===== src/rtl/sbc_pkg.sv =====
// Shared constants and types of the serial bus control block
package sbc_pkg;
   // Printed register indices; byte address is four times the index
   localparam logic [7:0] IDX_CONTROL = 8'hD8;
   localparam logic [7:0] IDX_STATE_CODE = 8'hD9;
   localparam logic [7:0] IDX_IRQ_STATUS = 8'hE0;
   localparam logic [7:0] IDX_IRQ_MASK = 8'hE1;
   localparam logic [7:0] IDX_IRQ_ENABLE = 8'hE2;
   // Control register bit positions
   localparam int CTL_CRSEL = 0;
   localparam int CTL_AA = 2;
   localparam int CTL_SI = 3;
   localparam int CTL_STOP = 4;
   localparam int CTL_START = 5;
   localparam int CTL_ON = 6;
   // Interrupt enable register bit positions
   localparam int IEN_SERIAL = 0;
   localparam int IEN_GLOBAL = 1;
   // Event bit positions in status and mask registers
   localparam int EV_STATE = 0;
   localparam int EV_STOP = 1;
   localparam int EV_RECOVER = 2;
   localparam int EV_W = 3;
   // State codes, upper five bits of the state code register
   localparam logic [4:0] CODE_IDLE = 5'h1F;
   localparam logic [4:0] CODE_START = 5'h01;
   localparam logic [4:0] CODE_RESTART = 5'h02;
   localparam logic [4:0] CODE_RESET = 5'h00;
   // Half period of the internal bit clock
   localparam int HALF_NS = 5000;
   localparam int CLK_NS = 8;
   localparam int HALF_CYC = (HALF_NS / CLK_NS) < 1 ? 1 : HALF_NS / CLK_NS;
   // Control bits kept by the block
   typedef struct packed {
      logic interface_on;
      logic start_request;
      logic stop_request;
      logic si;
      logic aa;
      logic crsel;
   } sbc_ctl_t;
   // Two-wire pin level pair
   typedef struct packed {
      logic scl;
      logic sda;
   } sbc_pins_t;
   // Master sequencer states
   typedef enum logic [3:0] {
      ST_IDLE = 4'h0,
      ST_WAIT_FREE = 4'h1,
      ST_WAIT_HALF = 4'h2,
      ST_START = 4'h3,
      ST_OWN = 4'h4,
      ST_RS_SDA = 4'h5,
      ST_RS_SCL = 4'h6,
      ST_STOP_LOW = 4'h7,
      ST_STOP_SCL = 4'h8,
      ST_STOP_SDA = 4'h9
   } sbc_state_t;
endpackage


===== src/rtl/sbc_ctrl.sv =====
// Serial bus control and status logic with Wishbone register slave
`timescale 1ns/1ps
module sbc_ctrl #(
   parameter int HALF = sbc_pkg::HALF_CYC
) (
   // Clock and reset
   input wire logic mclk,
   input wire logic arst_n,
   // Wishbone classic slave
   input wire logic cyc_i,
   input wire logic stb_i,
   input wire logic we_i,
   input wire logic [11:0] adr_i,
   input wire logic [3:0] sel_i,
   input wire logic [31:0] dat_i,
   output logic [31:0] dat_o,
   output logic ack_o,
   // Two-wire bus, open drain
   input wire logic scl_in,
   output logic scl_out,
   output logic scl_oe,
   input wire logic sda_in,
   output logic sda_out,
   output logic sda_oe,
   // Interrupt
   output logic irq
);
   sbc_pkg::sbc_ctl_t ctl;
   sbc_pkg::sbc_state_t st;
   sbc_pkg::sbc_pins_t bus;
   sbc_pkg::sbc_pins_t bus_d;
   logic [4:0] code;
   logic [sbc_pkg::EV_W-1:0] ev_sts;
   logic [sbc_pkg::EV_W-1:0] ev_mask;
   logic [sbc_pkg::EV_W-1:0] ev_set;
   logic [1:0] ien;
   logic busy;
   logic master;
   logic sent;
   logic [15:0] cnt;
   logic half_done;
   logic start_seen;
   logic stop_seen;
   logic req;
   logic wr;
   logic [7:0] idx;
   logic si_set;
   logic stop_clr;
   logic [4:0] next_code;

   // Pin synchronisers
   sbc_sync #(.INIT(1'b1)) u_scl (
      .mclk(mclk),
      .arst_n(arst_n),
      .pin(scl_in),
      .level(bus.scl)
   );
   sbc_sync #(.INIT(1'b1)) u_sda (
      .mclk(mclk),
      .arst_n(arst_n),
      .pin(sda_in),
      .level(bus.sda)
   );

   // Bus decode
   assign req = cyc_i & stb_i & ~ack_o;
   assign wr = req & we_i & sel_i[0];
   assign idx = adr_i[9:2];

   // Bus condition detect on filtered levels
   always_ff @(posedge mclk or negedge arst_n) begin
      if (!arst_n) begin
         bus_d <= '1;
      end else begin
         bus_d <= bus;
      end
   end
   assign start_seen = bus.scl & bus_d.scl & bus_d.sda & ~bus.sda;
   assign stop_seen = bus.scl & bus_d.scl & ~bus_d.sda & bus.sda;

   // Bus busy between any START and STOP while the interface is on; cleared when it is off
   always_ff @(posedge mclk or negedge arst_n) begin
      if (!arst_n) begin
         busy <= 1'b0;
      end else if (!ctl.interface_on) begin
         busy <= 1'b0;
      end else if (start_seen) begin
         busy <= 1'b1;
      end else if (stop_seen) begin
         busy <= 1'b0;
      end
   end

   // Half bit period timer, restarted on every state change
   assign half_done = (cnt == 16'(HALF - 1));

   // Master sequencer
   always_ff @(posedge mclk or negedge arst_n) begin
      if (!arst_n) begin
         st <= sbc_pkg::ST_IDLE;
         cnt <= '0;
         master <= 1'b0;
         sent <= 1'b0;
      end else if (!ctl.interface_on) begin
         st <= sbc_pkg::ST_IDLE;
         cnt <= '0;
         master <= 1'b0;
         sent <= 1'b0;
      end else begin
         cnt <= half_done ? '0 : cnt + 16'h0001;
         unique case (st)
            sbc_pkg::ST_IDLE: begin
               cnt <= '0;
               if (ctl.stop_request) begin
                  master <= 1'b0;
               end else if (ctl.start_request) begin
                  master <= 1'b1;
                  sent <= 1'b0;
                  st <= busy ? sbc_pkg::ST_WAIT_FREE : sbc_pkg::ST_START;
               end
            end
            sbc_pkg::ST_WAIT_FREE: begin
               cnt <= '0;
               if (stop_seen || !busy) begin
                  st <= sbc_pkg::ST_WAIT_HALF;
               end
            end
            sbc_pkg::ST_WAIT_HALF: begin
               if (busy) begin
                  st <= sbc_pkg::ST_WAIT_FREE;
               end else if (half_done) begin
                  st <= sbc_pkg::ST_START;
               end
            end
            sbc_pkg::ST_START: begin
               if (half_done) begin
                  st <= sbc_pkg::ST_OWN;
                  sent <= 1'b1;
               end
            end
            sbc_pkg::ST_OWN: begin
               cnt <= '0;
               // Bus held with clock low until the flag is cleared with a START or STOP request set
               if (!ctl.si) begin
                  if (ctl.stop_request) begin
                     st <= sbc_pkg::ST_STOP_LOW;
                  end else if (ctl.start_request) begin
                     st <= sbc_pkg::ST_RS_SDA;
                  end
               end
            end
            sbc_pkg::ST_RS_SDA: begin
               if (half_done) begin
                  st <= sbc_pkg::ST_RS_SCL;
               end
            end
            sbc_pkg::ST_RS_SCL: begin
               if (half_done) begin
                  st <= sbc_pkg::ST_START;
               end
            end
            sbc_pkg::ST_STOP_LOW: begin
               if (half_done) begin
                  st <= sbc_pkg::ST_STOP_SCL;
               end
            end
            sbc_pkg::ST_STOP_SCL: begin
               if (half_done) begin
                  st <= sbc_pkg::ST_STOP_SDA;
               end
            end
            sbc_pkg::ST_STOP_SDA: begin
               cnt <= '0;
               // Leave only once our own STOP is seen on the wires
               if (stop_seen) begin
                  st <= sbc_pkg::ST_IDLE;
                  master <= 1'b0;
                  sent <= 1'b0;
               end
            end
            default: begin
               st <= sbc_pkg::ST_IDLE;
            end
         endcase
      end
   end

   // Pin drive from state; enable high means pull low
   always_ff @(posedge mclk or negedge arst_n) begin
      if (!arst_n) begin
         scl_oe <= 1'b0;
         sda_oe <= 1'b0;
      end else begin
         scl_oe <= st == sbc_pkg::ST_OWN || st == sbc_pkg::ST_RS_SDA || st == sbc_pkg::ST_STOP_LOW;
         sda_oe <= st == sbc_pkg::ST_START || st == sbc_pkg::ST_OWN || st == sbc_pkg::ST_STOP_LOW
                   || st == sbc_pkg::ST_STOP_SCL;
      end
   end

   // Open-drain outputs only ever drive low
   always_ff @(posedge mclk or negedge arst_n) begin
      if (!arst_n) begin
         scl_out <= 1'b0;
         sda_out <= 1'b0;
      end else begin
         scl_out <= 1'b0;
         sda_out <= 1'b0;
      end
   end

   // Protocol state entered: START sent or repeated START sent
   assign si_set = ctl.interface_on && st == sbc_pkg::ST_START && half_done;
   assign stop_clr = (st == sbc_pkg::ST_STOP_SDA && stop_seen)
                    || (st == sbc_pkg::ST_IDLE && ctl.stop_request);

   // Next state code
   always_comb begin
      next_code = code;
      if (!ctl.interface_on) begin
         next_code = sbc_pkg::CODE_IDLE;
      end else if (si_set) begin
         next_code = sent ? sbc_pkg::CODE_RESTART : sbc_pkg::CODE_START;
      end else if (stop_clr) begin
         next_code = sbc_pkg::CODE_IDLE;
      end else if (!ctl.si) begin
         next_code = sbc_pkg::CODE_IDLE;
      end
   end

   // State code; bus writes never reach it
   always_ff @(posedge mclk or negedge arst_n) begin
      if (!arst_n) begin
         code <= sbc_pkg::CODE_RESET;
      end else begin
         code <= next_code;
      end
   end

   // Control register; hardware set beats software clear
   always_ff @(posedge mclk or negedge arst_n) begin
      if (!arst_n) begin
         ctl <= '0;
      end else begin
         if (wr && idx == sbc_pkg::IDX_CONTROL) begin
            ctl.interface_on <= dat_i[sbc_pkg::CTL_ON];
            ctl.start_request <= dat_i[sbc_pkg::CTL_START];
            ctl.stop_request <= dat_i[sbc_pkg::CTL_STOP];
            ctl.aa <= dat_i[sbc_pkg::CTL_AA];
            ctl.crsel <= dat_i[sbc_pkg::CTL_CRSEL];
            // Only a zero does anything to the flag
            if (!dat_i[sbc_pkg::CTL_SI]) begin
               ctl.si <= 1'b0;
            end
         end
         if (stop_clr) begin
            ctl.stop_request <= 1'b0;
         end
         if (si_set) begin
            ctl.si <= 1'b1;
         end
      end
   end

   // Event sources for the sticky status
   assign ev_set = {stop_clr && !master, stop_seen, si_set};

   // Sticky status, write one to clear, set wins
   always_ff @(posedge mclk or negedge arst_n) begin
      if (!arst_n) begin
         ev_sts <= '0;
      end else if (wr && idx == sbc_pkg::IDX_IRQ_STATUS) begin
         ev_sts <= (ev_sts & ~dat_i[sbc_pkg::EV_W-1:0]) | ev_set;
      end else begin
         ev_sts <= ev_sts | ev_set;
      end
   end

   // Mask and enable registers
   always_ff @(posedge mclk or negedge arst_n) begin
      if (!arst_n) begin
         ev_mask <= '0;
         ien <= '0;
      end else begin
         if (wr && idx == sbc_pkg::IDX_IRQ_MASK) begin
            ev_mask <= dat_i[sbc_pkg::EV_W-1:0];
         end
         if (wr && idx == sbc_pkg::IDX_IRQ_ENABLE) begin
            ien <= dat_i[1:0];
         end
      end
   end

   // Interrupt level
   always_ff @(posedge mclk or negedge arst_n) begin
      if (!arst_n) begin
         irq <= 1'b0;
      end else begin
         irq <= (ctl.si & ien[sbc_pkg::IEN_GLOBAL] & ien[sbc_pkg::IEN_SERIAL])
                | (|(ev_sts & ev_mask));
      end
   end

   // Acknowledge one cycle after the request, dropped the next
   always_ff @(posedge mclk or negedge arst_n) begin
      if (!arst_n) begin
         ack_o <= 1'b0;
      end else begin
         ack_o <= req;
      end
   end

   // Read data; unmapped indices read zero
   always_ff @(posedge mclk or negedge arst_n) begin
      if (!arst_n) begin
         dat_o <= '0;
      end else if (req && !we_i) begin
         dat_o <= '0;
         unique case (idx)
            sbc_pkg::IDX_CONTROL: begin
               dat_o[sbc_pkg::CTL_ON] <= ctl.interface_on;
               dat_o[sbc_pkg::CTL_START] <= ctl.start_request;
               dat_o[sbc_pkg::CTL_STOP] <= ctl.stop_request;
               dat_o[sbc_pkg::CTL_SI] <= ctl.si;
               dat_o[sbc_pkg::CTL_AA] <= ctl.aa;
               dat_o[sbc_pkg::CTL_CRSEL] <= ctl.crsel;
            end
            sbc_pkg::IDX_STATE_CODE: begin
               dat_o[7:0] <= {code, 3'h0};
            end
            sbc_pkg::IDX_IRQ_STATUS: begin
               dat_o[sbc_pkg::EV_W-1:0] <= ev_sts;
            end
            sbc_pkg::IDX_IRQ_MASK: begin
               dat_o[sbc_pkg::EV_W-1:0] <= ev_mask;
            end
            sbc_pkg::IDX_IRQ_ENABLE: begin
               dat_o[1:0] <= ien;
            end
            default: begin
               dat_o <= '0;
            end
         endcase
      end
   end
endmodule


===== src/rtl/sbc_sync.sv =====
// Three-stage pin synchroniser with agreement filter
`timescale 1ns/1ps
module sbc_sync #(
   parameter logic INIT = 1'b1
) (
   // Clock and reset
   input wire logic mclk,
   input wire logic arst_n,
   // Pin and filtered level
   input wire logic pin,
   output logic level
);
   logic ff1;
   logic ff2;
   logic ff3;

   // Chain; only ff2 reads ff1
   always_ff @(posedge mclk or negedge arst_n) begin
      if (!arst_n) begin
         ff1 <= INIT;
         ff2 <= INIT;
         ff3 <= INIT;
      end else begin
         ff1 <= pin;
         ff2 <= ff1;
         ff3 <= ff2;
      end
   end

   // Level moves only once stages two and three agree
   always_ff @(posedge mclk or negedge arst_n) begin
      if (!arst_n) begin
         level <= INIT;
      end else if (ff2 == ff3) begin
         level <= ff3;
      end
   end
endmodule


===== config.mk =====
export PLATFORM = sky130hd
export DESIGN_NAME = sbc_ctrl
export DESIGN_NICKNAME = d
export VERILOG_FILES = /design/src/rtl/sbc_pkg.sv /design/src/rtl/sbc_ctrl.sv /design/src/rtl/sbc_sync.sv
export SDC_FILE = /design/constraint.sdc
export NUM_CORES = 1
export LEC_CHECK = 0
export BUFFER_PORTS_ARGS = -buffer_cell sky130_fd_sc_hd__buf_2
export CAP_MARGIN = 0
export CORE_AREA = 2 2 93 95
export DETAILED_ROUTE_END_ITERATION = 16
export DIE_AREA = 0 0 95 97
export SYNTH_ARGS = -nofsm -noshare
export SYNTH_HDL_FRONTEND = slang
export SYNTH_SLANG_ARGS = --single-unit
export TNS_END_PERCENT = 100

===== constraint.sdc =====
create_clock -name mclk -period 2.2 [get_ports mclk]
set_clock_uncertainty 0.05 [all_clocks]
set_input_delay 0.33 -clock mclk [delete_from_list [all_inputs] [get_ports mclk]]
set_output_delay 0.33 -clock mclk [all_outputs]
set_load 0.03 [all_outputs]

==> flow_metrics.tcl, run 1 <==
set metrics [dict create \
    reg2reg_depth 5 \
    track_usage 0.135 \
    irDropWorstVdd_mv 0.414 \
    fin_crit_sh 0.862 \
    setup_viol_count_final 0 \
    setup_tns_ps 0 \
    hold_class "in2reg" \
    fmax_mhz 527 \
    p_leak_nw 1.63 \
    areaGrowthSynthToFinish_pct 13.4 \
    gp_congestion 0.850 \
    pre_cts_ws_ps 259 \
    clk_pin_slew_ps 60 \
    holdCritStartpoint "sda_in" \
    fin_crit_ps 1900 \
    synthArstFlopShare 1.00 \
    synthTopCellsByArea "dfrtp_1 41%, dfstp_2 8.2%, buf_4 6.1%" \
    worstSetupPathDepth 5 \
    synth_common_cells "52 x dfrtp_1, 36 x nor2_1, 27 x nand2_1" \
    hold_viol_final 0 \
    synth-seq-cells 62 \
    numCtsBuffers 9 \
    dp_hpwl_um 4300 \
    synth_top_area_frac 0.407 \
    routed_wl_um 5770 \
    synth_edf_count 0 \
    critPathKind "reg2reg" \
    start_util 0.393 \
    clock_latency_ps 330 \
    cts_buffer_depth 2 \
    vias_per_cell 4.92 \
    path_cells "nor4_1 -> a41oi_1 -> a22oi_2 -> o31ai_2 -> mux2i_1" \
    vias 2301 \
    slew_viol_final 0 \
    post_cts_buffers 0 \
    crit_path_end_kind "register" \
    antenna_left 0 \
    timing.final.ws_setup_ps 303 \
    p_clk_frac 0.418 \
    path_delay_family "compound AO/OA/AOI/OAI gates" \
    status "completed" \
    syn_area_per_cell_um2 10.1 \
    grt_max_degree 39 \
    h-tree-depth 3 \
    critPathBufInv 0 \
    worstHoldEndpoint "u_sda.ff1$_DFF_PN1_" \
    drive_gt1_frac 0.231 \
    p_total_mw 2.35 \
    cpMaxStageDelayCell "dfrtp_1" \
    routedWlPerCell_um 12.3 \
    switching_power_uw 555 \
    synth_cell_type_count 59 \
    rr_startpoint "cnt[12]$_DFF_PN0_" \
    yosysSeqAreaShare 0.490 \
    cp-start-kind "register" \
    die_x_um 95 \
    syn_inst 315 \
    pwr_density_cell_mw_per_mm2 649 \
    yosysMostFrequentCell "dfrtp_1" \
    io_pins 93 \
    worstPathArrival_ps 2050 \
    drv_cap 0 \
    layout.nets 415 \
    min_path_cells 1 \
    seqPwrFrac 0.506 \
    netlist_area_mm2 0.00319 \
    dr.first_iter.drc_count 89 \
    cts_tree "built" \
    cts_root_buf "clkbuf_8" \
    pwr-share-comb 0.075 \
    intPower_mw 1.79 \
    netSwitchingFraction 0.236 \
    critPathRequiredTime_ps 2350 \
    antenna_cells 0 \
    rows 33 \
    antenna_found_initial 0 \
    die-area_mm2 0.00922 \
    worstPathMaxFanout 4 \
    die_y_um 97 \
    grt_pass1_wl_um 9730 \
    slowest_delay_ps 420 \
    synthFlopType "dfrtp_1" \
    rr_endpoint "st[0]$_DFFE_PN0P_" \
    reg2reg_slack_ps 300 \
    grt_pass1_vias 2146 \
    yosysTopAreaCell "dfrtp_1" \
    yosysWarnings 0 \
    drc_errors 0 \
    final.fill_count 787 \
    core_area_mm2 0.00813 \
    cts.sinks 62 \
    overflow 0 \
    port_buffers 34 \
    dr.pass1.iters 4 \
    rsz0062_at_grt "false" \
]
cells in the final DEF (no fill, tap or decap), types with 5 or more instances in the layout:
cell type	Yosys	routed
a21oi_1	9	9
and3_1	5	5
buf_2	6	34
buf_4	26	6
clkbuf_8	0	12
conb_1	1	26
dfrtp_1	52	52
dfstp_2	10	10
inv_1	15	15
mux2_2	8	8
mux2i_1	8	8
nand2_1	27	27
nand3_1	7	7
nor2_1	36	36
nor2b_1	7	7
nor3_1	11	11
o21ai_0	15	15
xnor2_1	13	13
layout make-up:
| cell class | instances | area (um2) | share of cell area |
|---|---|---|---|
| timing repair buffer | 42 | 245 | 0.0677 |
| multi-input combinational | 228 | 1420 | 0.393 |
| clock buffer | 16 | 201 | 0.0556 |
| sequential | 62 | 1560 | 0.432 |
| tap | 105 | 131 | 0.0363 |
| inverter | 15 | 56.3 | 0.0155 |
routing by layer:
layer | up-vias | GRT usage | wire length [um]
li1 | 1123 | - | -
met1 | 1120 | 0.166 | 2620
met2 | 52 | 0.214 | 2790
met3 | 6 | 0.0522 | 298
met4 | 0 | 0.0446 | 54
met5 | - | 0 | 0
logic make-up after synthesis:
family	share of synthesized area
adders and majority gates	0.0141
other	0.00117
muxes	0.0638
xor gates and xnor gates	0.0384
buffers and inverters	0.0940
DFF	0.490
and+or+nand+nor	0.199
AOI/OAI and AO/OA	0.100
flip-flops by register name, indices dropped and copies added (netlist names), 2 cells and up:
| register | flops |
|---|---|
| ev_mask | 3 |
| code | 3 |
| bus_d | 2 |
| cnt | 16 |
| st | 4 |
| ien | 2 |
| ev_sts | 3 |
| ctl | 6 |
| dat_o | 8 |
how the worst max path moves through the flow:
stage | start | end | slack [ps]
final | cnt[12]$_DFF_PN0_ | st[0]$_DFFE_PN0P_ | 300
after global routing | cnt[12]$_DFF_PN0_ | st[2]$_DFFE_PN0P_ | 110
after CTS | cnt[12]$_DFF_PN0_ | st[0]$_DFFE_PN0P_ | 280
after detailed placement | adr_i[4] | ien[1]$_DFFE_PN0P_ | 260
after global placement | adr_i[4] | ien[1]$_DFFE_PN0P_ | 260
after floorplan | adr_i[4] | ien[0]$_DFFE_PN0P_ | 420
repair_timing:
item | 4_1_cts | 5_1_grt
endpoints found under the hold margin | 31 | 0
hold buffers | 1 | 0
gates resized for setup | 0 | 0
per-stage QoR:
stage | util | hold WS, ps | cells | area (um2)
2_1_floorplan | - | -15.6 | 340 | 3290
3_3_place_gp | 0.419 | 108 | 451 | 3410
3_5_place_dp | 0.419 | 105 | 451 | 3410
4_1_cts | 0.445 | 25.4 | 468 | 3620
5_1_grt | 0.445 | 12.6 | 468 | 3620
6_report | 0.445 | 48.5 | 468 | 3620
power by group through the flow:
stage                     registers, mW  logic, mW  clock network (mW)
after floorplan                    1.22      0.138                   0
after global placement             1.21      0.177                   0
after detailed placement           1.21      0.178                   0
after CTS                          1.19      0.180                1.03
after global routing               1.19      0.195                1.08
final                              1.19      0.177               0.982
No activity file was read; power rests on OpenSTA's default activity.
==> run 2: changes to the inputs <==
Settings changed: GPL_TIMING_DRIVEN from default to 0.
==> run 2 against run 1 <==
Routed wire length up 7.8%. Critical path depth unchanged. Register-to-register slack about the same. Global-route usage up 1.0 points. Hold slack worse by 36 ps. Via count up 1.6%. Largest cell class unchanged. Highest routed layer unchanged.
==> flow_metrics.tcl, run 2 (synthesis results as in run 1) <==
set metrics [dict create \
    gp_congestion 0.844 \
    cpMaxStageDelayCell "nor4_1" \
    crit_path_end_kind "register" \
    drv_cap 0 \
    clk_pin_slew_ps 70 \
    dp_hpwl_um 4440 \
    dr.pass1.iters 4 \
    relSlewSlack 0.497 \
    setup_tns_ps 0 \
    timing.hold.ws_ps 12.4 \
    vias 2338 \
    rows 33 \
    start_util 0.393 \
    final_cell_mix "52 x dfrtp_1, 39 x buf_2, 36 x nor2_1" \
    fin_crit_ps 1910 \
    grt_max_degree 63 \
    reg2reg_slack_ps 290 \
    cp-start-kind "register" \
    worstPathMaxFanout 4 \
    slew_viol_final 0 \
    path_cells "nor4_1 -> a41oi_1 -> a22oi_2 -> o31ai_2 -> mux2i_1" \
    die_x_um 95 \
    reg_top3 "cnt x16, dat_o x8, ctl x6" \
    drive_gt1_frac 0.287 \
    pwr_density_cell_mw_per_mm2 664 \
    setup_viol_count_final 0 \
    critPathKind "reg2reg" \
    slowest_delay_ps 450 \
    largest_reg_flops 16 \
    worstPathArrival_ps 2070 \
    status "completed" \
    seq_area_mm2 0.00156 \
    post_cts_buffers 0 \
    p_leak_nw 1.78 \
    cts_root_buf "clkbuf_8" \
    tightest_slew_ps 755 \
    multiInputGateArea_mm2 0.00142 \
    dr.first_iter.drc_count 152 \
    routedWlPerCell_um 12.6 \
    path_delay_family "compound AO/OA/AOI/OAI gates" \
    h-tree-depth 3 \
    cts_resized 0 \
    final_common_cell "dfrtp_1" \
    dpl_cell_area_mm2 0.00359 \
    hold_viol_final 0 \
    antenna_found_initial 0 \
    cts.sinks 62 \
    irDropWorstVdd_mv 0.392 \
    port_buffers 34 \
    core_area_mm2 0.00813 \
    overflow 0 \
    hold_class "in2async" \
    clock_latency_ps 340 \
    cts_tree "built" \
    track_usage 0.145 \
    antenna_left 0 \
    die_y_um 97 \
    layout.nets 442 \
    die-area_mm2 0.00922 \
    rsz0062_at_grt "false" \
    antenna_cells 0 \
    cts_buffer_depth 2 \
    io_pins 93 \
    final.fill_count 786 \
    numCtsBuffers 9 \
    largest_register "cnt" \
    fin_crit_sh 0.869 \
    critPathRequiredTime_ps 2360 \
    vias_per_cell 4.72 \
    holdBufCountCts 0 \
    final_area_mm2 0.00381 \
    critPathBufInv 0 \
    grt_pass1_vias 2257 \
    fmax_mhz 523 \
    routed_wl_um 6220 \
    drc_errors 0 \
    grt_pass1_wl_um 10400 \
    areaGrowthSynthToFinish_pct 19.4 \
]
## run 2: through the flow
step	utilization	setup WS, ps	power (mW)	instances
after global placement	0.441	259	1.42	479
final	0.469	288	2.53	495
after detailed placement	0.441	237	1.42	479
after CTS	0.469	296	2.57	495
after floorplan	-	419	1.35	340
after global routing	0.469	96.6	2.64	495
## run 2: final cells by class
| class | instances | area share |
|---|---|---|
| Timing Repair Buffer | 34 | 0.0453 |
| Multi-Input combinational cell | 228 | 0.373 |
| Tap cell | 105 | 0.0344 |
| Buffer | 35 | 0.0640 |
| Clock inverter | 5 | 0.0213 |
| Clock buffer | 11 | 0.0371 |
| Sequential cell | 62 | 0.410 |
| Inverter | 15 | 0.0148 |
## run 2: layer usage
metal | track usage | vias up | part of all wire
li1 | - | 1168 | -
met1 | 0.173 | 1100 | 0.45
met2 | 0.241 | 64 | 0.48
met3 | 0.0584 | 6 | 0.055
met4 | 0.0368 | 0 | 0.0087
met5 | 0 | - | 0
## run 2: final timing paths
kind / startpoint / cells past startpoint / to
worst max-delay path: cnt[12]$_DFF_PN0_ / 5 / st[0]$_DFFE_PN0P_
worst min-delay path: arst_n / 1 / dat_o[0]$_DFFE_PN0P_
min in group mclk: sda_in / 1 / u_sda.ff1$_DFF_PN1_
max in group asynchronous: arst_n / 1 / cnt[5]$_DFF_PN0_
worst min register to register: u_scl.ff1$_DFF_PN1_ / 0 / u_scl.ff2$_DFF_PN1_
worst max register to register: cnt[12]$_DFF_PN0_ / 5 / st[0]$_DFFE_PN0P_
## run 2: power by group
group	switching [mW]	internal (mW)
Combinational	0.136	0.0755
Sequential	0.0157	1.17
Clock	0.462	0.671
